--- config.mk ---
export PLATFORM = sky130hd
export DESIGN_NAME = tmor_regs
export DESIGN_NICKNAME = d
export VERILOG_FILES = /design/src/core/tmor_pkg.sv /design/src/core/tmor_fault_queue.sv /design/src/core/tmor_regs.sv
export SDC_FILE = /design/constraint.sdc
export NUM_CORES = 1
export LEC_CHECK = 0
export ABC_CLOCK_PERIOD_IN_PS = 5890
export BUFFER_PORTS_ARGS = -buffer_cell sky130_fd_sc_hd__clkbuf_2
export CAP_MARGIN = 20
export CORE_ASPECT_RATIO = 0.5
export CORE_MARGIN = 4
export CORE_UTILIZATION = 50
export CTS_CLUSTER_SIZE = 30
export DETAILED_ROUTE_END_ITERATION = 10
export GPL_TIMING_DRIVEN = 0
export PLACE_DENSITY = 0.68
export SYNTH_ARGS = -nofsm -noshare
export SYNTH_HDL_FRONTEND = slang
export SYNTH_SLANG_ARGS = --single-unit
export TNS_END_PERCENT = 30
--- constraint.sdc ---
create_clock -name i_clk -period 5.89 [get_ports i_clk]
set_clock_uncertainty 0.15 [all_clocks]
set_input_delay 0.589 -clock i_clk [delete_from_list [all_inputs] [get_ports i_clk]]
set_output_delay 0.589 -clock i_clk [all_outputs]
set_load 0.1 [all_outputs]
--- src/core/tmor_pkg.sv ---
// tmor_pkg: register map, field positions and reset values of the thermal monitor register bank
// assumes a byte-wide register port driven by the management bus front end
package tmor_pkg;
    // ----------------------------------------
    // read and write addresses
    // ----------------------------------------
    localparam logic [7:0] ADDR_LOCAL_TEMP = 8'h00;
    localparam logic [7:0] ADDR_REMOTE_HI = 8'h01;
    localparam logic [7:0] ADDR_STATUS1 = 8'h02;
    localparam logic [7:0] RD_CONFIG = 8'h03;
    localparam logic [7:0] RD_CONV_RATE = 8'h04;
    localparam logic [7:0] RD_LOCAL_HIGH = 8'h05;
    localparam logic [7:0] RD_LOCAL_LOW = 8'h06;
    localparam logic [7:0] RD_REMOTE_HIGH = 8'h07;
    localparam logic [7:0] RD_REMOTE_LOW = 8'h08;
    localparam logic [7:0] WR_CONFIG = 8'h09;
    localparam logic [7:0] WR_CONV_RATE = 8'h0A;
    localparam logic [7:0] WR_LOCAL_HIGH = 8'h0B;
    localparam logic [7:0] WR_LOCAL_LOW = 8'h0C;
    localparam logic [7:0] WR_REMOTE_HIGH = 8'h0D;
    localparam logic [7:0] WR_REMOTE_LOW = 8'h0E;
    localparam logic [7:0] ADDR_ONE_SHOT = 8'h0F;
    localparam logic [7:0] ADDR_REMOTE_LO = 8'h10;
    localparam logic [7:0] ADDR_OFS1_HI = 8'h11;
    localparam logic [7:0] ADDR_OFS1_LO = 8'h12;
    localparam logic [7:0] ADDR_FAULT_Q = 8'h22;
    localparam logic [7:0] ADDR_OFS2_HI = 8'h34;
    localparam logic [7:0] ADDR_OFS2_LO = 8'h35;
    // ----------------------------------------
    // field positions
    // ----------------------------------------
    localparam int CFG_BANK_BIT = 3;
    localparam int CFG_STANDBY_BIT = 6;
    localparam int FQ_SCL_TMO_BIT = 7;
    localparam int FQ_SDA_TMO_BIT = 6;
    localparam int FQ_MASK_LOCAL_BIT = 5;
    localparam logic [7:0] OFS_LO_MASK = 8'hC0;
    // ----------------------------------------
    // reset values
    // ----------------------------------------
    localparam logic [7:0] RST_ZERO = 8'h00;
    localparam logic [7:0] RST_CONV_RATE = 8'h07;
    localparam logic [7:0] RST_HIGH_LIMIT = 8'h55;
    localparam logic [7:0] RST_FAULT_Q = 8'h01;
    localparam logic [3:0] RST_FAULT_CNT = 4'h0;
    // ----------------------------------------
    // single-conversion states
    // ----------------------------------------
    typedef enum logic [1:0] {
        TMOR_IDLE = 2'b00,
        TMOR_LOCAL = 2'b01,
        TMOR_REMOTE1 = 2'b10,
        TMOR_REMOTE2 = 2'b11
    } tmor_conv_t;
endpackage

--- src/core/tmor_fault_queue.sv ---
// tmor_fault_queue: consecutive out-of-limit counter for one alert source
// assumes one i_meas pulse per finished measurement with its out-of-limit level
module tmor_fault_queue (
    // clock and reset
    input wire logic i_clk,
    input wire logic i_rst,
    // queue setting
    input wire logic [3:0] i_queue_code,
    // measurement result
    input wire logic i_meas,
    input wire logic i_out_of_limit,
    // result
    output logic o_alert
);
    typedef struct packed {
        logic [3:0] cnt;
        logic alert;
    } tmor_fq_state_t;

    tmor_fq_state_t st_reg;
    tmor_fq_state_t st_next;
    logic [3:0] need;

    // decode of required run length, bit 0 ignored
    always_comb begin
        case (i_queue_code[3:1])
            3'b001: need = 4'h2;
            3'b011: need = 4'h3;
            3'b111: need = 4'h4;
            default: need = 4'h1;
        endcase
    end

    always_comb begin
        st_next = st_reg;
        if (i_meas) begin
            if (i_out_of_limit) begin
                if (st_reg.cnt < need) begin
                    st_next.cnt = st_reg.cnt + 4'h1;
                end
                st_next.alert = ((st_reg.cnt + 4'h1) >= need);
            end else begin
                st_next.cnt = tmor_pkg::RST_FAULT_CNT;
                st_next.alert = 1'b0;
            end
        end
    end

    always_ff @(posedge i_clk or posedge i_rst) begin
        if (i_rst) begin
            st_reg <= '0;
        end else begin
            st_reg <= st_next;
        end
    end

    assign o_alert = st_reg.alert;
endmodule

--- src/core/tmor_regs.sv ---
// tmor_regs: register bank with offsets, bank aliasing, single conversion and fault queue
// assumes a bus front end presenting byte reads and writes with a one-cycle strobe,
// and a converter that returns one raw reading per request
module tmor_regs (
    // clock and reset
    input wire logic i_clk,
    input wire logic i_rst,
    // register port
    input wire logic i_wr,
    input wire logic i_rd,
    input wire logic [7:0] i_addr,
    input wire logic [7:0] i_wdata,
    // converter
    input wire logic i_meas_done,
    input wire logic [1:0] i_meas_chan,
    input wire logic [9:0] i_meas_raw,
    input wire logic i_local_out_of_limit,
    input wire logic i_remote_out_of_limit,
    input wire logic [7:0] i_status1,
    // register read data
    output logic [7:0] o_rdata,
    output logic o_rvalid,
    // conversion control
    output logic o_conv_req,
    output logic [1:0] o_conv_chan,
    output logic o_busy,
    // configuration and alert request seen by the rest of the device
    output logic [7:0] o_config,
    output logic [7:0] o_conv_rate,
    output logic o_scl_timeout_en,
    output logic o_sda_timeout_en,
    output logic o_alert_req
);
    // ----------------------------------------
    // state
    // ----------------------------------------
    typedef struct packed {
        logic [7:0] cfg;
        logic [7:0] rate;
        logic [7:0] lhigh;
        logic [7:0] llow;
        logic [7:0] r1high;
        logic [7:0] r1low;
        logic [7:0] r2high;
        logic [7:0] r2low;
        logic [7:0] fq;
        logic [7:0] local_t;
        logic [9:0] r1_t;
        logic [9:0] r2_t;
        logic [9:0] ofs1;
        logic [9:0] ofs2;
        tmor_pkg::tmor_conv_t conv;
        logic req;
        logic [7:0] rdata;
        logic rvalid;
        logic busy;
        logic alert;
    } tmor_state_t;

    tmor_state_t st_reg;
    tmor_state_t st_next;
    logic bank2;
    logic meas_local;
    logic meas_remote;
    logic local_alert;
    logic remote_alert;

    // one offset register read at byte granularity
    function automatic logic [7:0] ofs_byte(input logic [9:0] ofs, input logic lo);
        if (lo) begin
            ofs_byte = {ofs[1:0], 6'h00};
        end else begin
            ofs_byte = ofs[9:2];
        end
    endfunction

    // sign-extended sum in quarter degrees, saturated to ten bits
    function automatic logic [9:0] add_ofs(input logic [9:0] raw, input logic [9:0] ofs);
        logic signed [10:0] sum;
        sum = 11'(signed'(raw)) + 11'(signed'(ofs));
        if (sum > 11'sd511) begin
            add_ofs = 10'h1FF;
        end else if (sum < -11'sd512) begin
            add_ofs = 10'h200;
        end else begin
            add_ofs = sum[9:0];
        end
    endfunction

    assign bank2 = st_reg.cfg[tmor_pkg::CFG_BANK_BIT];
    assign meas_local = i_meas_done && (i_meas_chan == 2'b01);
    assign meas_remote = i_meas_done && (i_meas_chan != 2'b01);

    tmor_fault_queue u_fq_local (
        .i_clk(i_clk),
        .i_rst(i_rst),
        .i_queue_code(st_reg.fq[3:0]),
        .i_meas(meas_local),
        .i_out_of_limit(i_local_out_of_limit),
        .o_alert(local_alert)
    );

    tmor_fault_queue u_fq_remote (
        .i_clk(i_clk),
        .i_rst(i_rst),
        .i_queue_code(st_reg.fq[3:0]),
        .i_meas(meas_remote),
        .i_out_of_limit(i_remote_out_of_limit),
        .o_alert(remote_alert)
    );

    // ----------------------------------------
    // next state
    // ----------------------------------------
    always_comb begin
        st_next = st_reg;
        st_next.rvalid = i_rd;
        st_next.req = 1'b0;

        // register writes; read-only and unmapped addresses fall to default
        if (i_wr) begin
            case (i_addr)
                tmor_pkg::WR_CONFIG: st_next.cfg = i_wdata;
                tmor_pkg::WR_CONV_RATE: st_next.rate = i_wdata;
                tmor_pkg::WR_LOCAL_HIGH: st_next.lhigh = i_wdata;
                tmor_pkg::WR_LOCAL_LOW: st_next.llow = i_wdata;
                tmor_pkg::WR_REMOTE_HIGH: begin
                    if (bank2) begin
                        st_next.r2high = i_wdata;
                    end else begin
                        st_next.r1high = i_wdata;
                    end
                end
                tmor_pkg::WR_REMOTE_LOW: begin
                    if (bank2) begin
                        st_next.r2low = i_wdata;
                    end else begin
                        st_next.r1low = i_wdata;
                    end
                end
                tmor_pkg::ADDR_OFS1_HI: begin
                    if (bank2) begin
                        st_next.ofs2[9:2] = i_wdata;
                    end else begin
                        st_next.ofs1[9:2] = i_wdata;
                    end
                end
                tmor_pkg::ADDR_OFS1_LO: begin
                    if (bank2) begin
                        st_next.ofs2[1:0] = i_wdata[7:6];
                    end else begin
                        st_next.ofs1[1:0] = i_wdata[7:6];
                    end
                end
                tmor_pkg::ADDR_OFS2_HI: st_next.ofs2[9:2] = i_wdata;
                tmor_pkg::ADDR_OFS2_LO: st_next.ofs2[1:0] = i_wdata[7:6];
                tmor_pkg::ADDR_FAULT_Q: st_next.fq = i_wdata;
                tmor_pkg::ADDR_ONE_SHOT: begin
                    // data discarded, the write starts a pass only in standby with no pass running
                    if (st_reg.cfg[tmor_pkg::CFG_STANDBY_BIT] &&
                        st_reg.conv == tmor_pkg::TMOR_IDLE) begin
                        st_next.conv = tmor_pkg::TMOR_LOCAL;
                        st_next.req = 1'b1;
                    end
                end
                default: begin
                    st_next.cfg = st_reg.cfg;
                end
            endcase
        end

        // remote results with offset applied before they are stored; local result stored as raw[9:2] without offset
        if (meas_local) begin
            st_next.local_t = i_meas_raw[9:2];
        end
        if (meas_remote) begin
            if (i_meas_chan == 2'b11) begin
                st_next.r2_t = add_ofs(i_meas_raw, st_reg.ofs2);
            end else begin
                st_next.r1_t = add_ofs(i_meas_raw, st_reg.ofs1);
            end
        end

        // single pass: local, remote 1, remote 2, then back to standby
        if (i_meas_done) begin
            case (st_reg.conv)
                tmor_pkg::TMOR_LOCAL: begin
                    st_next.conv = tmor_pkg::TMOR_REMOTE1;
                    st_next.req = 1'b1;
                end
                tmor_pkg::TMOR_REMOTE1: begin
                    st_next.conv = tmor_pkg::TMOR_REMOTE2;
                    st_next.req = 1'b1;
                end
                tmor_pkg::TMOR_REMOTE2: st_next.conv = tmor_pkg::TMOR_IDLE;
                default: st_next.conv = st_reg.conv;
            endcase
        end

        // read mux
        case (i_addr)
            tmor_pkg::ADDR_LOCAL_TEMP: st_next.rdata = st_reg.local_t;
            tmor_pkg::ADDR_REMOTE_HI: st_next.rdata = bank2 ? st_reg.r2_t[9:2]
                                                            : st_reg.r1_t[9:2];
            tmor_pkg::ADDR_REMOTE_LO: st_next.rdata = bank2 ? {st_reg.r2_t[1:0], 6'h00}
                                                            : {st_reg.r1_t[1:0], 6'h00};
            tmor_pkg::ADDR_STATUS1: st_next.rdata = i_status1;
            tmor_pkg::RD_CONFIG: st_next.rdata = st_reg.cfg;
            tmor_pkg::RD_CONV_RATE: st_next.rdata = st_reg.rate;
            tmor_pkg::RD_LOCAL_HIGH: st_next.rdata = st_reg.lhigh;
            tmor_pkg::RD_LOCAL_LOW: st_next.rdata = st_reg.llow;
            tmor_pkg::RD_REMOTE_HIGH: st_next.rdata = bank2 ? st_reg.r2high : st_reg.r1high;
            tmor_pkg::RD_REMOTE_LOW: st_next.rdata = bank2 ? st_reg.r2low : st_reg.r1low;
            tmor_pkg::ADDR_OFS1_HI: st_next.rdata = ofs_byte(bank2 ? st_reg.ofs2
                                                                   : st_reg.ofs1, 1'b0);
            tmor_pkg::ADDR_OFS1_LO: st_next.rdata = ofs_byte(bank2 ? st_reg.ofs2
                                                                   : st_reg.ofs1, 1'b1);
            tmor_pkg::ADDR_OFS2_HI: st_next.rdata = ofs_byte(st_reg.ofs2, 1'b0);
            tmor_pkg::ADDR_OFS2_LO: st_next.rdata = ofs_byte(st_reg.ofs2, 1'b1);
            tmor_pkg::ADDR_FAULT_Q: st_next.rdata = st_reg.fq;
            default: st_next.rdata = tmor_pkg::RST_ZERO;
        endcase

        // pass flag and masked alert kept in flops so the outputs have no logic after them
        st_next.busy = (st_next.conv != tmor_pkg::TMOR_IDLE);
        st_next.alert = (local_alert && !st_reg.fq[tmor_pkg::FQ_MASK_LOCAL_BIT]) ||
                        remote_alert;
    end

    // ----------------------------------------
    // registers
    // ----------------------------------------
    always_ff @(posedge i_clk or posedge i_rst) begin
        if (i_rst) begin
            st_reg.cfg <= tmor_pkg::RST_ZERO;
            st_reg.rate <= tmor_pkg::RST_CONV_RATE;
            st_reg.lhigh <= tmor_pkg::RST_HIGH_LIMIT;
            st_reg.llow <= tmor_pkg::RST_ZERO;
            st_reg.r1high <= tmor_pkg::RST_HIGH_LIMIT;
            st_reg.r1low <= tmor_pkg::RST_ZERO;
            st_reg.r2high <= tmor_pkg::RST_HIGH_LIMIT;
            st_reg.r2low <= tmor_pkg::RST_ZERO;
            st_reg.fq <= tmor_pkg::RST_FAULT_Q;
            st_reg.local_t <= tmor_pkg::RST_ZERO;
            st_reg.r1_t <= '0;
            st_reg.r2_t <= '0;
            st_reg.ofs1 <= '0;
            st_reg.ofs2 <= '0;
            st_reg.conv <= tmor_pkg::TMOR_IDLE;
            st_reg.req <= 1'b0;
            st_reg.rdata <= tmor_pkg::RST_ZERO;
            st_reg.rvalid <= 1'b0;
            st_reg.busy <= 1'b0;
            st_reg.alert <= 1'b0;
        end else begin
            st_reg <= st_next;
        end
    end

    // ----------------------------------------
    // outputs
    // ----------------------------------------
    assign o_rdata = st_reg.rdata;
    assign o_rvalid = st_reg.rvalid;
    assign o_conv_req = st_reg.req;
    assign o_conv_chan = st_reg.conv;
    assign o_busy = st_reg.busy;
    assign o_config = st_reg.cfg;
    assign o_conv_rate = st_reg.rate;
    assign o_scl_timeout_en = st_reg.fq[tmor_pkg::FQ_SCL_TMO_BIT];
    assign o_sda_timeout_en = st_reg.fq[tmor_pkg::FQ_SDA_TMO_BIT];
    assign o_alert_req = st_reg.alert;
endmodule

-- Yosys cells after proc, flatten, opt, wreduce, memory -nomap -nowiden
Cells that the tools add are included.
- bits in registers: 144
- bits of input ports: 43
- logic and storage cells: 128
- output and inout bits: 32
- equal/unequal tests: 34
- bitwise gates (word level): 2
- reductions and logical operators: 29
- $lt $le $gt $ge: 8
- mux-type cells: 25
- $add $sub $neg: 4
- operator list (cell ; number):
    $pmux W8 S15 ; 1
    $eq A8 B4 Y1 const B ; 8
    $mux W10 ; 5
    $mux W8 ; 5
    $eq A8 B3 Y1 const B ; 4
    $eq A8 B5 Y1 const B ; 3
    $eq A8 B6 Y1 const B ; 3
    $reduce_and A3 Y1 ; 8
    $add A10 B10 Y11 ; 2
    $gt A11 B10 Y1 const B ; 2
    $lt A11 B10 Y1 const B ; 2
    $reduce_and A2 Y1 ; 9
    $eq A8 B2 Y1 const B ; 2
    $pmux W8 S2 ; 1
    $mux W3 ; 4
    $mux W5 ; 2
    $pmux W3 S3 ; 1
    $add A4 B1 Y4 const B ; 2
    $eq A8 B1 Y1 const B ; 1
    $logic_not A8 Y1 ; 1
    $mux W4 ; 2
    $eq A2 B2 Y1 const B ; 3
    $ne A2 B1 Y1 const B ; 3
    $pmux W2 S3 ; 1
    other kinds (19) ; 27

-- Logic depth before layout (Yosys ltp)
- depth after elaboration: 8
- gate-level depth with buffers: 9

-- By module
Synthesis repeated with hierarchy kept, for this count alone.
- cells, all modules: 778
- area total of the unflattened synthesis: 8413.1 um2
- modules (own cells, without submodules) (module ; sequential area each (um2) ; area an instance (um2) ; times used ; cells an instance):
    tmor_regs ; 3373.2 ; 7507.2 ; 1 ; 682
    tmor_fault_queue ; 125.1 ; 452.9 ; 2 ; 48

-- Worst setup path before layout
No wires, ideal clock.
- path type: in2reg
- start point: in i_meas_raw[0]
- end point: reg st_reg[44] (netlist name)
- slack: 3204 ps
- data arrival time: 2469 ps
- buffers on the path: 0
- library setup time: 67 ps
- stages: 9
- path through: ha_1 inv_1 fa_1 and2b_1 o211ai_1 a21boi_0 nor4_1 a211oi_2 a221o_1
- longest elaborated chain between the ends: 4
- elaborated cells on any way between the ends: 5
- those cells by class: 1 x add/sub; 2 x order compare; 2 x mux
- ends and longest elaborated chain (element ; RTL line ; source):
    start, declared ; tmor_regs.sv:16 ; input wire logic [9:0] i_meas_raw,
    $add A10 B10 Y11 (*) ; tmor_regs.sv:80 ; sum = 11'(signed'(raw)) + 11'(signed'(ofs));
    $lt A11 B10 Y1 ; tmor_regs.sv:83 ; end else if (sum < -11'sd512) begin
    $mux W10 ; tmor_regs.sv:83 ;
    $mux W10 (*) ; tmor_regs.sv:81 ; if (sum > 11'sd511) begin
    end signal, assigned ; tmor_regs.sv:256 ; st_reg <= st_next;
    end, declared ; tmor_regs.sv:60 ; tmor_state_t st_reg;
Mark *: on every way between the ends. The rest lies on a longest branch, timed or not.
A chain may end at the register's enable or synchronous reset.

-- Worst setup path in the final report
- start point: reg st_reg[24] (netlist name)
- end point: reg st_reg[44] (netlist name)
- longest elaborated chain between the ends: 4
- elaborated cells on any way between the ends: 5
- those cells by class: 1 x add/sub; 2 x order compare; 2 x mux
- ends and longest elaborated chain (element ; RTL line):
    $add A10 B10 Y11 (*) ; tmor_regs.sv:80
    $lt A11 B10 Y1 ; tmor_regs.sv:83
    $mux W10 ; tmor_regs.sv:83
    $mux W10 (*) ; tmor_regs.sv:81
Marks and branches as above.

==> summary.txt <==
Layout
  – Number of flip-flops in the largest register: 102
  – Area of the multi-input gates: 0.00425 mm^2
  – Fin nets: 944
  – Layout area overhead: 15.2%
  – Register area: 0.00362 mm^2
  – Fillcell total: 1408
  – ANT cells: 0
  – Fraction of layout cells with a size suffix above 1: 33.2%

Drt
  – DR vias: 6551
  – DRC: 0
  – Drt pass-1 iters: 5
  – DR iter-0 viols: 518
  – Vias per inst: 5.94
  – DR WL/cell: 21.9 um
  – Total Routed Length: 24.2 mm
  – Routed Antenna Nets: 0

Critical path
  – FF-to-FF Start: st_reg[24]
  – Kind of critical path: reg2reg
  – Startpoint Class: register
  – Crit path from: st_reg[24]
  – Crit path capture type: register
  – CP Data Arrival Time: 3.24 ns
  – CP max FO: 9
  – Flop2flop setup slack: 2.87 ns
  – WP data required: 6.11 ns

Power
  – Post-route total power: 0.00295 W
  – PwrDens: 307 mW/mm^2
  – Internal power: 0.00193 W
  – NetSw: 0.00101 W
  – Peak supply drop: 0.215 mV
  – Leak: 4.65 nW
  – Clock Power Share: 36.6%
  – Switching share of total power: 34.4%
  – Logic pwr share: 23.7%
  – Register share of total power: 39.7%

Yosys
  – Post-Syn Area: 0.00834 mm^2
  – Sequential area share after synthesis: 43.4%
  – Async SR Flop Fraction: 100%
  – Flops & latches, synth: 144
  – Mapped Cells: 770
  – Number of enable flip-flop cells after synthesis: 0
  – Ys flop type: dfrtp_1
  – Cell variety after synth: 74
  – Syn. warnings: 0
  – Average cell area after synthesis: 10.8 um^2
  – Synth Net Count: 851

Die
  – Core Rows: 33
  – # IOs: 75
  – Initial Utilization: 51.0%
  – Placeable Area: 0.0164 mm^2
  – Die area: 0.0189 mm^2
  – Die height: 99.3 um
  – Die width: 191 um

Timing
  – Post-route setup TNS: 0 ns
  – Slew margin rel.: 44.7%
  – Fin. Hold Viols: 0
  – Finish-stage setup viols: 0
  – Final min period: 3.02 ns
  – Peak Freq: 331 MHz
  – RSZ-0062 raised after global routing: false
  – Final Slew Violations: 0
  – Slew @ Worst Pin: 0.827 ns
  – Period utilisation layout: 51.3%

GRT
  – GR Util All Layers: 26.3%
  – First-pass GRT wire length: 37.7 mm
  – Largest net degree at the start of global routing: 78
  – GRT Residual Overflow: 0
  – Initial antenna violation count: 0
  – Number of global-route vias before repair: 6520

Placement
  – RD Place Congestion: 0.930
  – Dpl hpwl: 17.9 mm
  – IO buf count: 72

Clocking
  – CTS Root Cell: clkbuf_16
  – Reg clk slew, reported paths: 0.06 ns
  – Setup Buffers After CTS: 0
  – TritonCTS clock tree: done
  – Clk Latency, worst-skew pair: 0.43 ns
  – Clock Path Buffers: 2
  – Cts bufs inserted: 17
  – # hold bufs at CTS: 0
  – H-tree Lvls: 4
  – CTS Sinks: 144
  – Post-CTS Resized: 0

Run status
  – Outcome: complete, no violations

Job
  – Max-cap viol count: 0

Min path
  – HP Class: in2async
cells by family after synthesis:
family | Yosys count | share of synthesized area (%)
fa+ha+maj | 38 | 5.88
simple gates | 191 | 12.4
xor+xnor | 17 | 1.79
buf+inv | 90 | 5.64
flops | 144 | 43.4
mux | 120 | 15.9
compound gates | 170 | 14.9
synthesized netlist by cell type (all sizes together), types with 4 or more instances:
master    n  area, um^2
clkbuf   23        87.6
o21ai    32         160
xor2      7        61.3
nand3    23         115
nor3b     5        37.5
a22oi    13         103
buf      41         285
dfstp    16         420
a21boi    5        37.5
mux2i    19         190
a221oi    7        61.3
nor3     19         129
dfrtp   128        3200
a221o    12         120
ha       36         450
nor4      4        55.1
nor2b    11        68.8
nor2     29         121
a22o      5        43.8
nand2    64         250
inv      26        97.6
a21o      8        60.1
a31oi    11        68.8
a21oi    24         131
o211ai    8        70.1
a32oi     5        43.8
mux2    101        1140
xnor2    10        87.6
a211o     5        43.8
a211oi    7        57.6
nand2b   11        76.3
and3      7        43.8
stage by stage:
step                util (%)  setup WS [ns]  area (um^2)  std cells  hold slack (ns)
global route            58.7           2.59         9600       1103            0.104
finish                  58.7           2.87         9600       1103           0.0971
global placement        55.0         -0.370         8980       1069            0.311
floorplan                  -           1.31         8340        770            0.278
detailed placement      55.2           2.69         9020       1071            0.302
CTS                     58.7           2.91         9600       1103            0.101
layout make-up:
type | count | area share, %
well taps | 227 | 2.96
plain buffers | 64 | 3.88
clock buffers | 19 | 4.72
multi-input cells | 536 | 44.2
flip-flops and latches | 144 | 37.7
repair buffers | 74 | 4.09
inverters | 26 | 1.07
clock inverters | 13 | 1.34
metal layers:
metal / track usage (%) / part of all wire, % / vias up
li1: - / - / 3001
met1: 37.3 / 47 / 3306
met2: 39.5 / 44 / 203
met3: 7.75 / 7.0 / 41
met4: 7.39 / 2.0 / 0
met5: 0 / 0 / -
power groups by stage:
stage | Clock (W) | Combinational, W | Sequential, W
after detailed placement | 0 | 0.000694 | 0.00118
final | 0.00108 | 0.000698 | 0.00117
after floorplan | 0 | 0.000464 | 0.00123
after global placement | 0 | 0.000678 | 0.00118
after CTS | 0.00109 | 0.000699 | 0.00117
after global routing | 0.00113 | 0.000769 | 0.00118
cells in the final DEF, fill, tap and decap left out, types with 13 or more instances in the layout:
| master | n |
|---|---|
| o21ai_0 | 29 |
| ha_1 | 36 |
| nand3_1 | 23 |
| inv_1 | 25 |
| nor3_1 | 16 |
| clkbuf_2 | 73 |
| clkbuf_16 | 17 |
| buf_2 | 13 |
| a21oi_1 | 21 |
| mux2_2 | 101 |
| dfrtp_1 | 128 |
| clkbuf_1 | 22 |
| buf_4 | 27 |
| nor2_1 | 24 |
| dfstp_2 | 16 |
| mux2i_1 | 19 |
| nand2_1 | 60 |
final timing paths:
kind,endpoint,depth (start not counted)
max in group asynchronous,st_reg[96],3
worst min register to register,o_alert_req,1
worst min-delay path,o_conv_chan[1],2
min in group i_clk,o_rvalid,1
worst max register to register,st_reg[44],9
worst max-delay path,st_reg[44],9
worst max-delay path: stages, from the launching register on:
cell and delay (ns):
dfrtp_1 0.43, ha_1 0.20, inv_1 0.06, fa_1 0.40, and2b_1 0.26, o211ai_1 0.10
a21boi_0 0.36, nor4_1 0.12, a211oi_2 0.62, a221o_1 0.27
Power figures use the tool's default switching activity.
